`src/tmb_tone.sv`:
```
// Purpose: shared constants and types, plus the beep tone divider.
// Assumes: clk_i at 100 MHz; synchronous active-low reset that overrides ce_i.
// Notes: the tone idles released (high), so a beep starts released; while off and not in backup or float, open-drain bit 0 follows its latch.

package tmb_pkg;
  localparam int CLK_HZ = 100_000_000;
  localparam int TONE_LO_HZ = 1500;
  localparam int TONE_HI_HZ = 3100;
  // half periods round down, the tone runs marginally fast
  localparam int TONE_LO_HALF_CYC = CLK_HZ / (2 * TONE_LO_HZ);
  localparam int TONE_HI_HALF_CYC = CLK_HZ / (2 * TONE_HI_HZ);
  localparam int TONE_CNT_W = 16;

  localparam logic [3:0] SETUP_SEL_D_FUNC = 4'h4;
  localparam logic [3:0] SETUP_SEL_D_DIR = 4'h5;
  localparam int FUNC_IRQ_EN_BIT = 0;
  localparam int FUNC_IRQ_FALL_BIT = 1;
  localparam int BEEP_EN_BIT = 2;

  localparam logic [3:0] C_LATCH_RST = 4'h0;
  localparam logic [3:0] D_LATCH_RST = 4'h0;
  localparam logic [3:0] D_DIR_RST = 4'h0;
  localparam logic [1:0] E_LATCH_RST = 2'h3;
  localparam logic [1:0] D_FUNC_RST = 2'h0;
  // beep code b1:b0 -> 1 selects the high tone
  localparam logic [3:0] TONE_MAP_DEF = 4'hA;

  typedef enum logic [2:0] {
    TMB_OP_NONE = 3'b000,
    TMB_OP_OUT = 3'b001,
    TMB_OP_SETB = 3'b010,
    TMB_OP_CLRB = 3'b011,
    TMB_OP_SETUP = 3'b100,
    TMB_OP_BEEP = 3'b101
  } tmb_op_t;

  typedef enum logic [1:0] {
    TMB_GRP_C = 2'b00,
    TMB_GRP_D = 2'b01,
    TMB_GRP_E = 2'b10
  } tmb_grp_t;

  typedef struct packed {
    tmb_op_t op;
    tmb_grp_t grp;
    logic [3:0] sel;
    logic [3:0] data;
  } tmb_instr_t;
endpackage : tmb_pkg

module tmb_tone
  import tmb_pkg::*;
#(
  parameter int HALF_LO_CYC = TONE_LO_HALF_CYC,
  parameter int HALF_HI_CYC = TONE_HI_HALF_CYC
) (
  // clock and reset
  input wire logic clk_i,
  input wire logic rst_n_i,
  input wire logic ce_i,
  // control
  input wire logic en_i,
  input wire logic hi_i,
  // tone
  output logic tone_o
);
  localparam logic [TONE_CNT_W-1:0] LO_LAST = TONE_CNT_W'(HALF_LO_CYC - 1);
  localparam logic [TONE_CNT_W-1:0] HI_LAST = TONE_CNT_W'(HALF_HI_CYC - 1);

  logic [TONE_CNT_W-1:0] cnt_q;
  logic [TONE_CNT_W-1:0] cnt_d;
  logic tone_q;
  logic tone_d;
  wire logic [TONE_CNT_W-1:0] last_w = hi_i ? HI_LAST : LO_LAST;
  wire logic wrap_w = (cnt_q >= last_w);

  assign cnt_d = (!en_i || wrap_w) ? '0 : cnt_q + TONE_CNT_W'(1);
  assign tone_d = !en_i ? 1'b1 : (wrap_w ? ~tone_q : tone_q);
  assign tone_o = tone_q;

  always_ff @(posedge clk_i) begin
    if (!rst_n_i) begin
      cnt_q <= '0;
      tone_q <= 1'b1;
    end else if (ce_i) begin
      cnt_q <= cnt_d;
      tone_q <= tone_d;
    end
  end
endmodule : tmb_tone

```
`src/tmb_ports.sv`:
```
// Purpose: output group C, bidirectional group D with interrupt, open-drain group E with beep.
// Assumes: instructions arrive one per cycle from the core on clk_i; backup_i is a core level.
// Notes:

module tmb_ports
  import tmb_pkg::*;
#(
  parameter logic [3:0] TONE_MAP = TONE_MAP_DEF,
  parameter int HALF_LO_CYC = TONE_LO_HALF_CYC,
  parameter int HALF_HI_CYC = TONE_HI_HALF_CYC
) (
  // clock, reset, enable
  input wire logic clk_i,
  input wire logic rst_n_i,
  input wire logic ce_i,
  // core side
  input wire tmb_instr_t instr_i,
  input wire logic backup_i,
  output logic [3:0] d_rd_o,
  output logic irq_req_o,
  // group C pins
  output logic [3:0] c_out_o,
  // group D pins
  input wire logic [3:0] d_pin_i,
  output logic [3:0] d_out_o,
  output logic [3:0] d_oe_n_o,
  // group E open-drain pins
  output logic [1:0] e_out_o,
  output logic [1:0] e_oe_n_o
);
  logic [3:0] c_latch_q;
  logic [3:0] d_latch_q;
  logic [3:0] d_dir_q;
  logic [1:0] d_func_q;
  logic [1:0] e_latch_q;
  logic beep_en_q;
  logic beep_hi_q;
  logic float_q;
  logic [3:0] sync1_q;
  logic [3:0] sync2_q;
  logic irq_prev_q;
  logic [3:0] d_rd_q;
  logic irq_q;
  logic [3:0] d_out_q;
  logic [3:0] d_oe_n_q;
  logic [1:0] e_oe_n_q;
  logic tone_w;

  // the core is stopped in backup, so instructions are ignored there
  wire logic run_w = ce_i && !backup_i;
  wire logic is_out_w = (instr_i.op == TMB_OP_OUT);
  wire logic is_setb_w = (instr_i.op == TMB_OP_SETB);
  wire logic is_clrb_w = (instr_i.op == TMB_OP_CLRB);
  wire logic is_wr_w = is_out_w || is_setb_w || is_clrb_w;
  wire logic wr_c_w = run_w && is_wr_w && (instr_i.grp == TMB_GRP_C);
  wire logic wr_d_w = run_w && is_wr_w && (instr_i.grp == TMB_GRP_D);
  wire logic wr_e_w = run_w && is_wr_w && (instr_i.grp == TMB_GRP_E);
  wire logic beep_w = run_w && (instr_i.op == TMB_OP_BEEP);
  wire logic setup_w = run_w && (instr_i.op == TMB_OP_SETUP);
  wire logic setup_func_w = setup_w && (instr_i.sel == SETUP_SEL_D_FUNC);
  wire logic setup_dir_w = setup_w && (instr_i.sel == SETUP_SEL_D_DIR);
  wire logic tone_hi_w = TONE_MAP[instr_i.data[1:0]];

  function automatic logic [3:0] upd(input logic [3:0] cur, input tmb_instr_t ins);
    logic [3:0] r;
    r = cur;
    if (ins.op == TMB_OP_OUT) begin
      r = ins.data;
    end else if (ins.op == TMB_OP_SETB) begin
      r = cur | ins.data;
    end else if (ins.op == TMB_OP_CLRB) begin
      r = cur & ~ins.data;
    end
    return r;
  endfunction : upd

  wire logic [3:0] c_latch_d = wr_c_w ? upd(c_latch_q, instr_i) : c_latch_q;
  wire logic [3:0] d_latch_d = wr_d_w ? upd(d_latch_q, instr_i) : d_latch_q;
  wire logic [3:0] e_upd_w = upd({2'b00, e_latch_q}, instr_i);
  wire logic [1:0] e_latch_d = wr_e_w ? e_upd_w[1:0] : e_latch_q;
  wire logic [3:0] d_dir_d = setup_dir_w ? instr_i.data : d_dir_q;
  wire logic [1:0] d_func_d = setup_func_w ? instr_i.data[1:0] : d_func_q;
  wire logic beep_en_d = beep_w ? instr_i.data[BEEP_EN_BIT] : beep_en_q;
  wire logic beep_hi_d = beep_w ? tone_hi_w : beep_hi_q;
  // backup holds the float; leaving needs a group E write (output, set or clear bit) or a beep instruction
  wire logic float_d = backup_i || (float_q && !(wr_e_w || beep_w));

  // interrupt edge on the second sync stage, only while bit 0 is an enabled input
  wire logic irq_en_w = d_func_q[FUNC_IRQ_EN_BIT] && !d_dir_q[0] && !backup_i;
  wire logic edge_w = d_func_q[FUNC_IRQ_FALL_BIT] ? (irq_prev_q && !sync2_q[0])
                                                  : (!irq_prev_q && sync2_q[0]);
  wire logic irq_d = irq_en_w && edge_w;

  wire logic [3:0] d_rd_d = backup_i ? 4'h0 : sync2_q;
  wire logic [3:0] d_oe_n_d = backup_i ? 4'hF : ~d_dir_q;
  wire logic e0_lvl_w = beep_en_q ? tone_w : e_latch_q[0];
  // bit 1 has no alternate source
  wire logic [1:0] e_oe_n_d = (backup_i || float_q) ? 2'b11
                                                    : {e_latch_q[1], e0_lvl_w};

  tmb_tone #(
    .HALF_LO_CYC(HALF_LO_CYC),
    .HALF_HI_CYC(HALF_HI_CYC)
  ) u_tone (
    .clk_i(clk_i),
    .rst_n_i(rst_n_i),
    .ce_i(ce_i),
    .en_i(beep_en_q),
    .hi_i(beep_hi_q),
    .tone_o(tone_w)
  );

  always_ff @(posedge clk_i) begin
    if (!rst_n_i) begin
      c_latch_q <= C_LATCH_RST;
      d_latch_q <= D_LATCH_RST;
      d_dir_q <= D_DIR_RST;
      d_func_q <= D_FUNC_RST;
      e_latch_q <= E_LATCH_RST;
      beep_en_q <= 1'b0;
      beep_hi_q <= 1'b0;
      float_q <= 1'b0;
    end else if (ce_i) begin
      c_latch_q <= c_latch_d;
      d_latch_q <= d_latch_d;
      d_dir_q <= d_dir_d;
      d_func_q <= d_func_d;
      e_latch_q <= e_latch_d;
      beep_en_q <= beep_en_d;
      beep_hi_q <= beep_hi_d;
      float_q <= float_d;
    end
  end

  always_ff @(posedge clk_i) begin
    if (!rst_n_i) begin
      sync1_q <= 4'h0;
      sync2_q <= 4'h0;
      irq_prev_q <= 1'b0;
    end else if (ce_i) begin
      sync1_q <= d_pin_i;
      sync2_q <= sync1_q;
      irq_prev_q <= sync2_q[0];
    end
  end

  always_ff @(posedge clk_i) begin
    if (!rst_n_i) begin
      d_rd_q <= 4'h0;
      irq_q <= 1'b0;
      d_out_q <= D_LATCH_RST;
      d_oe_n_q <= 4'hF;
      e_oe_n_q <= 2'b11;
    end else if (ce_i) begin
      d_rd_q <= d_rd_d;
      irq_q <= irq_d;
      d_out_q <= d_latch_q;
      d_oe_n_q <= d_oe_n_d;
      e_oe_n_q <= e_oe_n_d;
    end
  end

  assign d_rd_o = d_rd_q;
  assign irq_req_o = irq_q;
  assign c_out_o = c_latch_q;
  assign d_out_o = d_out_q;
  assign d_oe_n_o = d_oe_n_q;
  // open-drain: the data level is always low, the enable does the work
  assign e_out_o = '0;
  assign e_oe_n_o = e_oe_n_q;
endmodule : tmb_ports

```
`config.mk`:
```
export PLATFORM = sky130hd
export DESIGN_NAME = tmb_ports
export DESIGN_NICKNAME = d
export VERILOG_FILES = /design/src/tmb_tone.sv /design/src/tmb_ports.sv
export SDC_FILE = /design/constraint.sdc
export NUM_CORES = 1
export LEC_CHECK = 0
export ABC_AREA = 1
export BUFFER_PORTS_ARGS = -buffer_cell sky130_fd_sc_hd__buf_2
export CORE_UTILIZATION = 61
export CTS_CLUSTER_DIAMETER = 40
export DETAILED_ROUTE_END_ITERATION = 6
export PLACE_DENSITY = 0.84
export SLEW_MARGIN = 20
export SYNTH_ARGS = -nofsm -noshare
export SYNTH_HDL_FRONTEND = slang
export SYNTH_HIERARCHICAL = 1
export SYNTH_SLANG_ARGS = --single-unit
export TNS_END_PERCENT = 30
```
`constraint.sdc`:
```
create_clock -name clk_i -period 2.51 [get_ports clk_i]
set_clock_uncertainty 0.05 [all_clocks]
set_input_delay 0.502 -clock clk_i [delete_from_list [all_inputs] [get_ports clk_i]]
set_output_delay 0.502 -clock clk_i [all_outputs]
set_load 0.1 [all_outputs]
```
# Yosys cells after proc, flatten, opt, wreduce, memory -nomap -nowiden
# Index checks and enable logic that the tools add are counted.
word_totals:
  reg_bits: 60
  input_bits: 21
  out_inout_bits: 21
  wordCells: 96
classes:
  addsub: 1
  order_cmp: 2
  eq_ne: 10
  mux: 20
  bitwise_logic: 9
  n_reduce_logical: 36
ops:
  columns: ["op", "n"]
  rows:
  - ["2-to-1 mux 16 bit", 2]
  - ["2-to-1 mux 4 bit", 8]
  - ["adder 16 x 1 -> 16 bit, second input constant", 1]
  - ["greater-or-equal comparator 16 bit", 1]
  - ["logical AND 1 bit", 15]
  - ["AND reduction 3 bit", 3]
  - ["bitwise AND 4 bit", 2]
  - ["== test 4 x 3 -> 1 bit, second input constant", 2]
  - ["2-to-1 mux 2 bit", 4]
  - ["inverter 4 bit", 2]
  - ["OR 4 bit", 2]
  - ["AND reduction 2 bit", 4]
  - ["== test 3 x 2 -> 1 bit, second input constant", 2]
  - ["== test 3 bit, second input constant", 2]
  - ["logical NOT 1 bit", 6]
  - ["logical OR 1 bit", 6]
  - ["2-to-1 mux 1 bit", 5]
  - ["== test 3 x 1 -> 1 bit, second input constant", 1]
  - ["less-than comparator 2 x 3 -> 1 bit, second input constant", 1]
  - ["nonzero test 3 bit", 1]
  - ["bitwise AND 2 bit", 1]
  - ["binary-select mux 1 bit (select 2 bit)", 1]
  - ["== test 2 x 1 -> 1 bit, second input constant", 1]
  - ["== test 2 bit, second input constant", 1]
  - ["4 further kinds", 4]

# Depth between registers and ports, before layout
logic_depth:
  depth_word: 9
  ltp_mapped: 12
  ltp_nobuf: 11

# Hierarchy
# Netlist, hierarchy kept.
modules_own_cells:
  columns: ["module", "instances", "cells_per_inst", "area_per_inst_um2", "seq_area_each_um2"]
  rows:
  - ["tmb_ports", 1, 245, 1804.2, 860.8]
  - ["tmb_tone", 1, 159, 1119.8, 340.3]

# Worst setup path before layout
# OpenSTA, ideal clock, no wires.
synth_path:
  path_type: "reg2reg"
  from: "reg beep_hi_q"
  to: "reg u_tone.cnt_q[9]"
  setup_ns: 0.064
  arrival_ns: 1.554
  required_time_ns: 2.396
  setup_slack_ns: 0.842
  path_stages_with_launch: 13
  n_path_buf: 1
  period_less_slack_ns: 1.668
  path_cell_list: "dfxtp_1 -> inv_1 -> ha_1 -> nand2_1 -> nand2_1 -> nor2_1 -> nor2_1 -> nor2_1 -> nand2_2 -> nand2_2 -> nand2_4 -> buf_6 -> nor2_1"
synth_via:
  elab_chain_cells: 4
synth_rtl:
  columns: ["item", "line", "text"]
  rows:
  - ["start, declared", "tmb_ports.sv:37", "logic beep_hi_q;"]
  - ["start signal, assigned", "tmb_ports.sv:130", "beep_hi_q <= beep_hi_d;"]
  - ["2-to-1 mux 16 bit", "tmb_tone.sv:74", "wire logic [TONE_CNT_W-1:0] last_w = hi_i ? HI_LAST : LO_LAST;"]
  - ["greater-or-equal comparator 16 bit", "tmb_tone.sv:75", "wire logic wrap_w = (cnt_q >= last_w);"]
  - ["logical OR 1 bit", "tmb_tone.sv:77", "assign cnt_d = (!en_i || wrap_w) ? '0 : cnt_q + TONE_CNT_W'(1);"]
  - ["2-to-1 mux 16 bit", "tmb_tone.sv:77", null]
  - ["end signal, assigned", "tmb_tone.sv:86", "cnt_q <= cnt_d;"]
  - ["end, declared", "tmb_tone.sv:70", "logic [TONE_CNT_W-1:0] cnt_q;"]
# Every way passes these cells.
# A chain may end at the register's enable or synchronous reset.

# Final worst setup path
layout_path:
  from: "reg beep_hi_q"
  to: "reg u_tone.cnt_q[8]"
# Same word-level chain as after synthesis.

==> impl_metrics.yaml <==
run_status:
  status: "finished, final reports clean"
layout:
  num-nets-final: 478
  stdcell_count: 503
  n_fill_cell: 349
  multi_input_area_um2: 1500
  n_antenna_cell: 0
  drive_gt1_frac: 0.213
  ff_latch_area_um2: 1200
  areaGrowthSynthToFinish_pct: 13.1
timing:
  worst_pin_slew_ns: 0.546
  maxSlewViolCount: 0
  setup_ws_ns: 0.679
  final_hold_viol_count: 0
  fin_setup_tns_ns: 0
  rsz0062_at_grt: "false"
  slew_headroom: 0.634
  setup_viol: 0
  max_freq_ghz: 0.546
  period_needed_ns: 1.83
  final.period_utilization: 0.729
die:
  rows: 24
  pin_count: 42
  start_util: 0.654
  core_um2: 4470
  dieArea_um2: 5070
  die_w_um: 71.2
  die_h_um: 71.2
yosys:
  synth_common_cells: "nand2_1, dfxtp_1, nor2_1"
  ys_ff_latch: 60
  synth-async-reset-ratio: 0
  synth_edf_count: 0
  synth.distinct_cells: 33
  ys_top_cells_by_area: "dfxtp_1, nand2_1, nor2_1"
  synth-seq-area-share: 0.411
  netlist_instances: 404
  netlist.area_leader.share: 0.411
  yosysMostFrequentCell: "nand2_1"
  syn_area_per_cell_um2: 7.24
  synth_top_cell_by_area: "dfxtp_1"
  synth_area_um2: 2920
  synthFlopType: "dfxtp_1"
  yosysWarnings: 6
clocking:
  cts_resized: 0
  post_cts_buffers: 0
  clockBufferDepth: 2
  cts_root_buf: "clkbuf_8"
  cts_tree: "done"
  cts_hold_buf: 0
  worstSkewPairLatency_ns: 0.34
  htreeDepth: 3
  clk_pin_slew_ns: 0.07
  cts_buffers: 9
  clock_sinks: 60
critical_path:
  crit_top_cell: "nor2_1"
  worstReg2RegEnd: "u_tone/cnt_q[8]$_SDFFE_PN0P_"
  endpoint_kind: "flop"
  r2r_start: "beep_hi_q$_SDFFE_PN0P_"
  critPathSlowestCell: "dfxtp_1"
  cpPeakStageDelay_ns: 0.40
  crit_path_start: "beep_hi_q$_SDFFE_PN0P_"
  worstSetupPathType: "reg2reg"
  crit_family: "simple AND/OR/NAND/NOR gates"
  reg2regPathDepth: 11
  crit_cells: 11
  start_kind: "flop"
  ff2ff_setup_slack_ns: 0.68
  path_cells: "inv_1 > ha_1 > nand2_1 > nand2_1 > nor2_1 > nor2_1 > nor2_1 > nand2_2 > nand2_2 > nand2_4 > nor2_1"
  critPathBufInv: 1
  worstPathArrival_ns: 2.06
  cp_max_fo: 16
  cp_data_required_time_ns: 2.74
worst_hold_path:
  hold_depth: 3
  hp-start: "d_pin_i[3]"
  min_path_type: "in2reg"
  min_to: "sync1_q[3]$_SDFFE_PN0P_"
global_route:
  grt_pass1_wl_um: 10700
  grt_usage: 0.273
  grt_max_degree: 27
  grt_pass1_vias: 2478
  antenna_found_initial: 0
  grt-ovfl-total: 0
routing:
  vias: 2622
  dr.pass1.iters: 5
  drtIter0Drc: 120
  wl_per_cell_um: 12.2
  detail_route.wirelength_um: 6120
  vias_per_cell: 5.21
  final_antenna_net_count: 0
  drc: 0
place:
  placed_cells: 487
  routabilityCongestion: 0.849
  io_buffers: 39
  pre_cts_ws_ns: 0.673
  dpl.hpwl_um: 4450
power_and_ir_drop:
  power_mw: 1.95
  irDropWorstVdd_mv: 0.536
  power_density_nw_per_um2: 590
  leakage_nw: 1.43
job:
  cap_violations: 0
-- worst register-to-register path: cells and delay by family (launching register included) --
family	cells	cell delay (ns)
adder cells (fa/ha/maj)	1	0.35
buffers and inverters	1	0.16
flip-flops	1	0.40
AND/OR/NAND/NOR	9	0.80
-- report_power, final --
group          switching [mW]  internal (mW)  total [mW]
combinational           0.161         0.0506       0.211
clock                   0.376          0.378       0.754
sequential             0.0120          0.974       0.986
total                   0.549           1.40        1.95
-- through the flow --
| stage | area, um2 | utilization | hold slack [ns] |
|---|---|---|---|
| final | 3310 | 0.739 | 0.331 |
| after detailed placement | 3140 | 0.701 | 0.399 |
| after global routing | 3310 | 0.739 | 0.319 |
| after floorplan | 2930 | - | 0.385 |
| after CTS | 3310 | 0.739 | 0.321 |
| after global placement | 3140 | 0.701 | 0.393 |
-- layout by cell type (no fill, tap or decap) --
cell and n:
a21oi_1 27, buf_2 39, buf_4 2, clkbuf_1 1, clkbuf_8 10, clkinv_1 2, clkinv_2 4, clkinvlp_4 1
conb_1 2, dfxtp_1 60, ha_1 11, inv_1 30, inv_2 11, mux2_2 1, nand2_1 89, nand2_2 5
nand2_4 3, nand3_1 20, nand3_2 4, nand3b_1 1, nand4_1 4, nor2_1 58, nor2_2 12, nor2_4 3
nor2_8 1, nor3_1 5, o211ai_1 1, o21ai_0 27, o21ai_1 5, o21bai_1 2, o22ai_1 1, or2_1 1
xnor2_1 5, xor2_1 3
-- worst max path at each step --
| stage | to | slack, ns |
|---|---|---|
| after floorplan | u_tone/cnt_q[9]$_SDFFE_PN0P_ | 0.84 |
| after global placement | flop | 0.69 |
| after detailed placement | d_dir_q[3]$_SDFFE_PN0P_ | 0.67 |
| after CTS | u_tone/cnt_q[8]$_SDFFE_PN0P_ | 0.67 |
| after global routing | u_tone/cnt_q[14]$_SDFFE_PN0P_ | 0.46 |
| final | u_tone/cnt_q[8]$_SDFFE_PN0P_ | 0.68 |
-- final cells by class --
| class | count | share of cell area |
|---|---|---|
| multi-input cells | 291 | 0.454 |
| repair buffers | 41 | 0.0636 |
| well taps | 52 | 0.0197 |
| inverters | 43 | 0.0488 |
| flip-flops and latches | 60 | 0.363 |
| clock buffers | 11 | 0.0428 |
| clock inverters | 5 | 0.00832 |
-- layer usage --
| metal | share of wire | track usage |
|---|---|---|
| met1 | 0.44 | 0.304 |
| met3 | 0.040 | 0.101 |
| met2 | 0.50 | 0.470 |
| met5 | 0 | 0 |
| met4 | 0.019 | 0.116 |
-- logic make-up (layout without fill, tap and decap cells) --
logic type	after synthesis	after routing	share of synthesized area
flip-flops	60	60	0.411
XOR/XNOR	8	8	0.0240
buffers and inverters	54	100	0.0774
multiplexers	1	1	0.00385
AO/OA/AOI/OAI	63	63	0.111
adder cells (fa/ha/maj)	11	11	0.0471
other	1	2	0.00128
AND/OR/NAND/NOR	206	206	0.325
No activity file was read; power rests on OpenSTA's default activity.
